--- src/inc/wdrs_pkg.sv ---
package wdrs_pkg;
   // Clock and derived timing
   localparam int CLK_HZ        = 20_000_000;
   localparam int LVR_HOLD_MS   = 10;
   localparam int LVR_HOLD_CYC  = LVR_HOLD_MS * (CLK_HZ / 1000);
   localparam int MC_DIV        = 12;
   localparam int USB_BIT_HZ    = 1_500_000;
   localparam int SE0_SMP_CYC   = CLK_HZ / USB_BIT_HZ;
   localparam int SE0_MIN       = 4;
   localparam int SE0_MAX       = 8;
   // Watchdog geometry
   localparam int WDT_W         = 22;
   localparam int WDT_LOAD_W    = 7;
   localparam int WDT_LOW_W     = WDT_W - WDT_LOAD_W;
   localparam int WDT_PULSE_EXP = 15;
   localparam int WDT_PULSE_MC  = 2 ** WDT_PULSE_EXP;
   // Counter widths
   localparam int LVR_CW        = $clog2(LVR_HOLD_CYC + 1);
   localparam int PULSE_CW      = WDT_PULSE_EXP + 1;
   localparam int PRESC_W       = 4;
   localparam int SMP_W         = 4;
   localparam int RUN_W         = 4;
   // SFR map
   localparam int SFR_W                     = 8;
   localparam logic [7:0] ADDR_WDT_RELOAD   = 8'hA6;
   localparam logic [7:0] ADDR_WDT_KEY      = 8'hAE;
   localparam logic [7:0] ADDR_PWR_CTRL     = 8'h87;
   localparam logic [7:0] ADDR_USB_IRQ_EN   = 8'hE1;
   localparam logic [7:0] ADDR_USB_IRQ_STA  = 8'hE2;
   localparam int PWR_LVR_DIS_BIT           = 5;
   localparam int UIE_RST_CPU_BIT           = 6;
   localparam int UIS_RST_FLAG_BIT          = 0;
   localparam logic [7:0] WDT_KEY_DIS       = 8'h55;
   localparam logic [7:0] WDT_KEY_RST       = 8'h00;
   localparam logic [7:0] SFR_ZERO          = 8'h00;

   typedef struct packed {
      logic                 pin_m;
      logic                 pin_s;
      logic                 lv_m;
      logic                 lv_s;
      logic                 se0_m;
      logic                 se0_s;
      logic [PRESC_W-1:0]   presc;
      logic [SMP_W-1:0]     smp_cnt;
      logic [RUN_W-1:0]     se0_run;
      logic                 bus_reset_flag;
      logic                 bus_reset_cpu_enable;
      logic                 low_volt_reset_disable;
      logic                 lvr_hold;
      logic [LVR_CW-1:0]    lvr_cnt;
      logic [WDT_W-1:0]     watchdog_counter;
      logic [SFR_W-1:0]     wdt_key;
      logic                 wdt_pulse;
      logic [PULSE_CW-1:0]  pulse_cnt;
      logic [SFR_W-1:0]     rdata;
      logic                 rst_n;
   } wdrs_state_t;
endpackage

--- src/rtl/wdrs_top.sv ---
`timescale 1ns/1ps
// Notes on behaviour
// RULE_01: After a low-voltage event ends, internal reset stays on 10 ms.
// RULE_02: Low-voltage reset is on after power-up; software may disable it.
// RULE_03: Power control bit 5 set to one disables low-voltage reset.
// RULE_04: Low-voltage detection ignores Idle and Power-down.
// RULE_05: SE0 held for 4 consecutive samples sets the bus-reset flag.
// RULE_06: With enable bit 6 set, a bus reset also resets the CPU.
// RULE_07: A 22-bit counter counts machine cycles while enabled.
// RULE_08: Counter overflow after 4194304 machine cycles raises reset.
// RULE_09: The watchdog leaves every reset enabled.
// RULE_10: A clear write loads its 7 low bits into the counter top bits.
// RULE_11: A clear write also zeroes the 15 low counter bits.
// RULE_12: Key 55h disables the watchdog; any other key enables it.
// RULE_13: Watchdog and reset logic keep running in Idle.
// RULE_14: A watchdog reset lasts 2^15 machine cycles of 12 clocks.
// RULE_15: Software in Idle must wake by timer and service the watchdog.
// RULE_16: Internal reset is the OR of pin, low-voltage, USB and watchdog.
module wdrs_top #(
   parameter int unsigned P_LVR_HOLD_CYC = wdrs_pkg::LVR_HOLD_CYC,
   parameter int unsigned P_WDT_PULSE_MC = wdrs_pkg::WDT_PULSE_MC
) (
   // Clock and power-on reset
   input  wire logic                        i_clk,
   input  wire logic                        i_rst_n,
   // Reset sources from pins
   input  wire logic                        i_rst_pin_n,
   input  wire logic                        i_low_volt,
   input  wire logic                        i_usb_se0,
   // SFR bus
   input  wire logic [wdrs_pkg::SFR_W-1:0]  i_sfr_addr,
   input  wire logic [wdrs_pkg::SFR_W-1:0]  i_sfr_wdata,
   input  wire logic                        i_sfr_wr,
   input  wire logic                        i_sfr_rd,
   output logic      [wdrs_pkg::SFR_W-1:0]  o_sfr_rdata,
   // Merged internal reset
   output logic                             o_int_rst_n
);
   import wdrs_pkg::*;

   wdrs_state_t st_reg;
   wdrs_state_t st_next;
   logic        mc_tick;
   logic        smp_tick;
   logic        lvr_act;
   logic        se0_det;
   logic        usb_req;
   logic        wdt_en;
   logic        wdt_ovf;
   logic        rst_req;
   logic        wr_reload;
   logic        wr_key;
   logic        wr_pwr;
   logic        wr_uie;
   logic        wr_uis;
   logic        pulse_end;
   logic        hold_end;

   function automatic logic sfr_hit(input logic [SFR_W-1:0] a,
                                    input logic [SFR_W-1:0] off);
      return a == off;
   endfunction

   function automatic logic [SFR_W-1:0] sfr_read(
      input logic [SFR_W-1:0] a,
      input wdrs_state_t      s);
      logic [SFR_W-1:0] d;
      d = SFR_ZERO;
      if (sfr_hit(a, ADDR_WDT_KEY)) begin
         d = s.wdt_key;
      end else if (sfr_hit(a, ADDR_PWR_CTRL)) begin
         d[PWR_LVR_DIS_BIT] = s.low_volt_reset_disable;
      end else if (sfr_hit(a, ADDR_USB_IRQ_EN)) begin
         d[UIE_RST_CPU_BIT] = s.bus_reset_cpu_enable;
      end else if (sfr_hit(a, ADDR_USB_IRQ_STA)) begin
         d[UIS_RST_FLAG_BIT] = s.bus_reset_flag;
      end
      return d;
   endfunction

   assign wr_reload = i_sfr_wr & sfr_hit(i_sfr_addr, ADDR_WDT_RELOAD);
   assign wr_key    = i_sfr_wr & sfr_hit(i_sfr_addr, ADDR_WDT_KEY);
   assign wr_pwr    = i_sfr_wr & sfr_hit(i_sfr_addr, ADDR_PWR_CTRL);
   assign wr_uie    = i_sfr_wr & sfr_hit(i_sfr_addr, ADDR_USB_IRQ_EN);
   assign wr_uis    = i_sfr_wr & sfr_hit(i_sfr_addr, ADDR_USB_IRQ_STA);

   // Machine cycle and USB sample strobes
   assign mc_tick   = st_reg.presc == PRESC_W'(MC_DIV - 1);
   assign smp_tick  = st_reg.smp_cnt == SMP_W'(SE0_SMP_CYC - 1);
   // No Idle or Power-down term gates any source
   assign lvr_act   = st_reg.lv_s & ~st_reg.low_volt_reset_disable; // [RULE_04]
   assign se0_det   = st_reg.se0_run >= RUN_W'(SE0_MIN);
   assign usb_req   = se0_det & st_reg.bus_reset_cpu_enable;      // [RULE_06]
   assign wdt_en    = st_reg.wdt_key != WDT_KEY_DIS;              // [RULE_12]
   assign wdt_ovf   = wdt_en & mc_tick & st_reg.rst_n & ~wr_reload
                      & (&st_reg.watchdog_counter);               // [RULE_08]
   assign pulse_end = mc_tick
                      & (st_reg.pulse_cnt == PULSE_CW'(P_WDT_PULSE_MC - 1));
   assign hold_end  = st_reg.lvr_cnt == LVR_CW'(P_LVR_HOLD_CYC - 1);
   assign rst_req   = ~st_reg.pin_s | lvr_act | st_reg.lvr_hold
                      | usb_req | st_reg.wdt_pulse;               // [RULE_16]

   always_comb begin
      st_next = st_reg;
      // Pin synchronisers
      st_next.pin_m = i_rst_pin_n;
      st_next.pin_s = st_reg.pin_m;
      st_next.lv_m  = i_low_volt;
      st_next.lv_s  = st_reg.lv_m;
      st_next.se0_m = i_usb_se0;
      st_next.se0_s = st_reg.se0_m;
      // Free-running dividers, never stopped by Idle
      st_next.presc = mc_tick ? '0 : st_reg.presc + 1'b1;       // [RULE_13]
      st_next.smp_cnt = smp_tick ? '0 : st_reg.smp_cnt + 1'b1;

      // Low-voltage reset with stretched release
      if (wr_pwr) begin
         st_next.low_volt_reset_disable = i_sfr_wdata[PWR_LVR_DIS_BIT]; // [RULE_03]
      end
      if (lvr_act) begin
         st_next.lvr_hold = 1'b1;                                 // [RULE_01]
         st_next.lvr_cnt  = '0;
      end else if (st_reg.lvr_hold) begin
         st_next.lvr_cnt = st_reg.lvr_cnt + 1'b1;                 // [RULE_01]
         if (hold_end) begin
            st_next.lvr_hold = 1'b0;
         end
      end

      // USB bus-reset detection
      if (smp_tick) begin
         if (!st_reg.se0_s) begin
            st_next.se0_run = '0;
         end else if (st_reg.se0_run != RUN_W'(SE0_MAX)) begin
            st_next.se0_run = st_reg.se0_run + 1'b1;
         end
      end
      if (wr_uie) begin
         st_next.bus_reset_cpu_enable = i_sfr_wdata[UIE_RST_CPU_BIT];
      end
      if (wr_uis && i_sfr_wdata[UIS_RST_FLAG_BIT]) begin
         st_next.bus_reset_flag = 1'b0;
      end
      // Set beats a same-cycle clear
      if (smp_tick && st_reg.se0_s
          && st_reg.se0_run == RUN_W'(SE0_MIN - 1)) begin
         st_next.bus_reset_flag = 1'b1;                           // [RULE_05]
      end

      // Watchdog counter and key
      if (!st_reg.rst_n) begin
         st_next.watchdog_counter = '0;
         st_next.wdt_key          = WDT_KEY_RST;                  // [RULE_09]
      end else begin
         if (wr_key) begin
            st_next.wdt_key = i_sfr_wdata;                        // [RULE_12]
         end
         if (wr_reload) begin
            st_next.watchdog_counter =
               {i_sfr_wdata[WDT_LOAD_W-1:0], WDT_LOW_W'(0)};      // [RULE_10] [RULE_11]
         end else if (wdt_en && mc_tick) begin
            st_next.watchdog_counter =
               st_reg.watchdog_counter + 1'b1;                    // [RULE_07]
         end
      end

      // Watchdog reset pulse, counted in machine cycles
      if (wdt_ovf) begin
         st_next.wdt_pulse = 1'b1;                                // [RULE_08]
         st_next.pulse_cnt = '0;
      end else if (st_reg.wdt_pulse && mc_tick) begin
         st_next.pulse_cnt = st_reg.pulse_cnt + 1'b1;             // [RULE_14]
         if (pulse_end) begin
            st_next.wdt_pulse = 1'b0;
         end
      end

      // Registered read data
      if (i_sfr_rd) begin
         st_next.rdata = sfr_read(i_sfr_addr, st_reg);
      end
      st_next.rst_n = ~rst_req;                                   // [RULE_16]
   end

   always_ff @(posedge i_clk or negedge i_rst_n) begin
      if (!i_rst_n) begin
         st_reg <= '0;                                            // [RULE_02]
      end else begin
         st_reg <= st_next;
      end
   end

   assign o_sfr_rdata = st_reg.rdata;
   assign o_int_rst_n = st_reg.rst_n;

   // Strobe spacing in clocks
   localparam int MC_GAP  = MC_DIV;
   localparam int SMP_GAP = SE0_SMP_CYC;
endmodule

--- config.mk ---
export PLATFORM = sky130hd
export DESIGN_NAME = wdrs_top
export DESIGN_NICKNAME = d
export VERILOG_FILES = /design/src/inc/wdrs_pkg.sv /design/src/rtl/wdrs_top.sv
export SDC_FILE = /design/constraint.sdc
export NUM_CORES = 1
export LEC_CHECK = 0
export ABC_AREA = 1
export BUFFER_PORTS_ARGS = -buffer_cell sky130_fd_sc_hd__buf_2
export CORE_MARGIN = 4
export CORE_UTILIZATION = 35
export CTS_CLUSTER_SIZE = 12
export DETAILED_ROUTE_END_ITERATION = 7
export GPL_ROUTABILITY_DRIVEN = 0
export PLACE_DENSITY_LB_ADDON = 0.15
export SKIP_LAST_GASP = 1
export SLEW_MARGIN = 30
export SYNTH_ARGS = -nofsm -noshare
export SYNTH_HDL_FRONTEND = slang
export SYNTH_SLANG_ARGS = --single-unit
--- constraint.sdc ---
create_clock -name i_clk -period 4.4 [get_ports i_clk]
set_input_delay 0.88 -clock i_clk [delete_from_list [all_inputs] [get_ports i_clk]]
set_output_delay 0.88 -clock i_clk [all_outputs]
set_load 0.01 [all_outputs]
# Yosys cells after proc, flatten, opt, wreduce, memory -nomap -nowiden
# Cells that the tools add are included.
dict set report classes {
  mux 26
  bitwise_logic 20
  add_sub_neg 6
  reduce_logical 12
  eq_ne 15
  order_cmp 1
}
# op n
set ops {}
lappend ops {{$mux W22} 2}
lappend ops {{$eq A8 B8 Y1 const B} 5}
lappend ops {{$mux W19} 2}
lappend ops {{$mux W17} 2}
lappend ops {{$mux W30} 1}
lappend ops {{$add A22 B1 Y22 const B} 1}
lappend ops {{$reduce_and A22 Y1} 1}
lappend ops {{$mux W4} 5}
lappend ops {{$add A18 B1 Y18 const B} 1}
lappend ops {{$eq A18 B18 Y1 const B} 1}
lappend ops {{$add A16 B1 Y16 const B} 1}
lappend ops {{$eq A16 B15 Y1 const B} 1}
lappend ops {{$add A4 B1 Y4 const B} 3}
lappend ops {{$and A1 B1 Y1} 12}
lappend ops {{$mux W1} 12}
lappend ops {{$eq A4 B4 Y1 const B} 2}
lappend ops {{$mux W8} 1}
lappend ops {{$ne A8 B7 Y1 const B} 1}
lappend ops {{$reduce_bool A2 Y1} 4}
lappend ops {{$logic_and A1 B1 Y1} 5}
lappend ops {{$eq A4 B2 Y1 const B} 1}
lappend ops {{$ge A4 B3 Y1 const B} 1}
lappend ops {{$ne A2 B1 Y1 const B} 2}
lappend ops {{$ne A4 B4 Y1 const B} 1}
lappend ops {{5 further kinds} 12}
dict set report word_totals {
  elab_cells 100
  reg_bits 96
  inputBits 23
  output_inout_bits 9
}

# Logic depth before layout (Yosys ltp)
dict set report logic_depth {
  depth_word 7
  depth_mapped 10
  depth_no_buf 10
}

# Least setup slack after synthesis
# Ideal clock, no wire load.
dict set report synth_timing {
  path_type {input to register}
  from {input i_sfr_addr[4] (netlist bit)}
  to {register st_reg[46] (netlist bit)}
  n_path_buf 1
  slack_ns 2.613
  setup_ns 0.118
  required_time_ns 4.282
  stages 9
  t_arrival_ns 1.670
  path_cell_list {inv_1 nand2_1 nor2_2 nand3_4 nand3_4 inv_2 buf_6 nand2_1 nand2_1}
}
dict set report synth_between {
  elab_chain_len 4
  elab_cells_between_ends 5
  classes_between {2 x eq/ne; 2 x mux; 1 x bitwise}
}
# element line_no
set synth_rtl {}
lappend synth_rtl {{start: declaration} wdrs_top.sv:31} ;# input wire logic [wdrs_pkg::SFR_W-1:0] i_sfr_addr,
lappend synth_rtl {{$eq A8 B8 Y1 (*)} wdrs_top.sv:61} ;# return a == off;
lappend synth_rtl {{$and A1 B1 Y1 (*)} wdrs_top.sv:81} ;# assign wr_reload = i_sfr_wr & sfr_hit(i_sfr_addr, ADDR_WDT_RELOAD);
lappend synth_rtl {{$mux W22} wdrs_top.sv:158} ;# if (wr_reload) begin
lappend synth_rtl {{$mux W30} wdrs_top.sv:151} ;# if (!st_reg.rst_n) begin
lappend synth_rtl {{end signal: assignment} wdrs_top.sv:189} ;# st_reg <= st_next;
lappend synth_rtl {{end: declaration} wdrs_top.sv:41} ;# wdrs_state_t st_reg;
# Every way passes the cells marked *; elsewhere a longest branch is shown, timed or not.
# A chain may end at the register's enable or synchronous reset.

# Final worst setup path
dict set report layout_timing {
  from {register st_reg (netlist bit o_int_rst_n)}
  to {output o_int_rst_n}
}
# element line_no
set layout_lines {}
lappend layout_lines {{end: declaration} wdrs_top.sv:37} ;# output logic o_int_rst_n
# No word-level cell between the ends.

==> results.yml <==
status:
  status: "finished, final reports clean"
routing:
  drt_iter0_drc: 344
  wire_per_inst_um: 12.6
  drt_first_pass_iters: 4
  vias_per_cell: 4.77
  ant_nets: 0
  finalWirelength_mm: 12.5
  post-route-drc-count: 0
  routed-via-count: 4706
sta:
  fin_setup_tns_ns: 0
  worst_slew_margin_rel_pct: 40.0
  hold_slack_ns: 0.354
  fmax_mhz: 426
  fin_skew_ns: 0.00881
  final-setup-viol-count: 0
  worst_pin_slew_ns: 0.897
  slew_violations: 0
  final_hold_viol_count: 0
  grt_setup_unrepaired: "false"
  finalWorstPathRequiredPeriod_ns: 2.35
  fin_crit_sh_pct: 53.4
clock_network:
  cts_hold_buf: 0
  clk_latency_ns: 0.35
  cts_buffer_depth: 2
  cts_resized: 0
  cts_setup_buffers: 0
  cts_sinks: 96
  cts_htree_levels: 3
  cts_tree: "yes"
  clkTransAtPathRegs_ns: 0.07
  clock-root-buffer: "clkbuf_16"
  numCtsBuffers: 9
yosys:
  synth_warnings: 0
  synth_seq_cells: 96
  synth_edf_count: 0
  synthFlopType: "dfrtp_1"
  syn_nets: 774
  synthArstFlopShare_pct: 100
  syn_area_um2: 5500
  yosysSeqAreaShare_pct: 43.6
  syn_inst: 743
  ys_types: 42
  avgSynthCellArea_um2: 7.41
flow_run:
  cap_violations: 0
worst_setup_path:
  worst-path-max-fanout: 20
  path_delay_family: "flip-flops"
  reg2reg_from: "st_reg[86]"
  critPathLaunch: "o_int_rst_n"
  crit_chain: "buf_2"
  cp.arrival_ns: 1.47
  required_ns: 3.52
  cp_num_buf_inv: 1
  crit_slowest_cell: "dfrtp_1"
  slowest_delay_ns: 0.85
  criticalPathCategory: "register to output port"
  critPathLaunchType: "register"
  cp-end-kind: "output port"
hold_path:
  min_from: "st_next[90]"
  hp-class: "register to register"
finish:
  n_antenna_cell: 0
  postLayoutCellArea_um2: 6110
  nNetsFinal: 802
  drive_gt1_share_pct: 11.5
  num-fill-cells: 1625
  largest_reg_flops: 84
  area_growth_pct: 11.1
pwr:
  finalPower_mw: 1.84
  p_leak_nw: 2.93
  cellPowerDensity_nw_per_um2: 302
  irDropWorstVdd_v: 0.000206
placement:
  dpl.hpwl_mm: 9.36
  place_area_um2: 5830
  port_buffers: 31
floorplanning:
  rows: 45
  die-area_um2: 17800
  initial_core_util_pct: 35.9
  die_w_um: 133
  die_h_um: 133
  ioPinCount: 32
  fp.coreArea_um2: 15300
global_route:
  grt.overflow.total: 0
  grt_pass1_vias: 4592
  grt_start_max_net_pins: 35
  antenna_found_initial: 0
  track_usage_pct: 14.7
  grt_pass1_wl_mm: 21.5
[report_power, final]
group | internal, mW | switching (mW)
combinational | 0.0444 | 0.0864
clock | 0.395 | 0.368
sequential | 0.913 | 0.0369
[cells in the final DEF (no fill, tap or decap), types with 3 or more instances in the layout]
cell type and n:
clkbuf_16 9, ha_1 8, inv_1 93, nand2_1 194, o21bai_1 3, dfrtp_1 96
nor2_1 115, buf_2 30, nand2_2 7, buf_4 3, nand3b_1 4, nor2_4 5
nor2_2 6, o21ai_1 3, nand2_4 3, a21oi_1 20, o31ai_1 6, nand3_1 67
inv_2 4, o21ai_0 29, nand3_4 3, xor2_1 11, nor3_1 12, nand4_1 16
nor3_2 3
[cells by family after synthesis]
family / count (synthesis) / share of synthesized area (%)
xor+xnor: 13 / 2.07
fa+ha+maj: 8 / 1.82
compound gates: 70 / 7.21
buf+inv: 114 / 8.87
simple gates: 442 / 36.4
flops: 96 / 43.6
[metal layers]
metal | GRT usage (%) | vias to the layer above | routed length [µm]
met1 | 20.2 | 2194 | 6310
li1 | - | 2422 | -
met2 | 22.9 | 82 | 5590
met4 | 5.20 | 0 | 110
met3 | 3.29 | 8 | 467
met5 | 0 | - | 0
[final cells by class]
cell class	count	area (µm²)	share of cell area, %
multi-input cells	533	2610	42.7
well taps	211	264	4.32
flip-flops and latches	96	2400	39.3
inverters	98	373	6.10
clock inverters	7	63.8	1.04
repair buffers	33	173	2.82
clock buffers	9	225	3.68
[cell usage after synthesis, drive strengths merged (2+ instances only)]
library cell / count / area [µm²]
ha: 8 / 100
xor2: 11 / 96.3
o31ai: 6 / 45.0
a21oi: 21 / 109
nand2: 204 / 806
nand3: 72 / 408
nand4: 16 / 100
nand3b: 4 / 30.0
inv: 98 / 373
dfrtp: 96 / 2400
o22ai: 2 / 12.5
nor3: 16 / 106
o21bai: 3 / 22.5
o21ai: 34 / 178
buf: 15 / 111
nor2: 126 / 526
xnor2: 2 / 17.5
[stage by stage]
step / worst slack (ns) / std cells / utilization (%)
2_1_floorplan: 2.61 / 743 / -
3_3_place_gp: 2.19 / 971 / 38.0
3_5_place_dp: 2.13 / 971 / 38.0
4_1_cts: 2.02 / 987 / 39.9
5_1_grt: 1.95 / 987 / 39.9
6_report: 2.05 / 987 / 39.9
[path summary, 6_finish.rpt]
kind                       cells past startpoint  slack, ns        endpoint
setup / recovery                               1       2.05     o_int_rst_n
hold / removal                                 0       0.35      st_reg[90]
setup reg to reg                               7       2.24      st_reg[17]
hold reg to reg                                0       0.35      st_reg[90]
max in group asynchronous                      2       3.11      st_reg[12]
min in group asynchronous                      1       0.46  o_sfr_rdata[6]
Power figures use the tool's default switching activity.
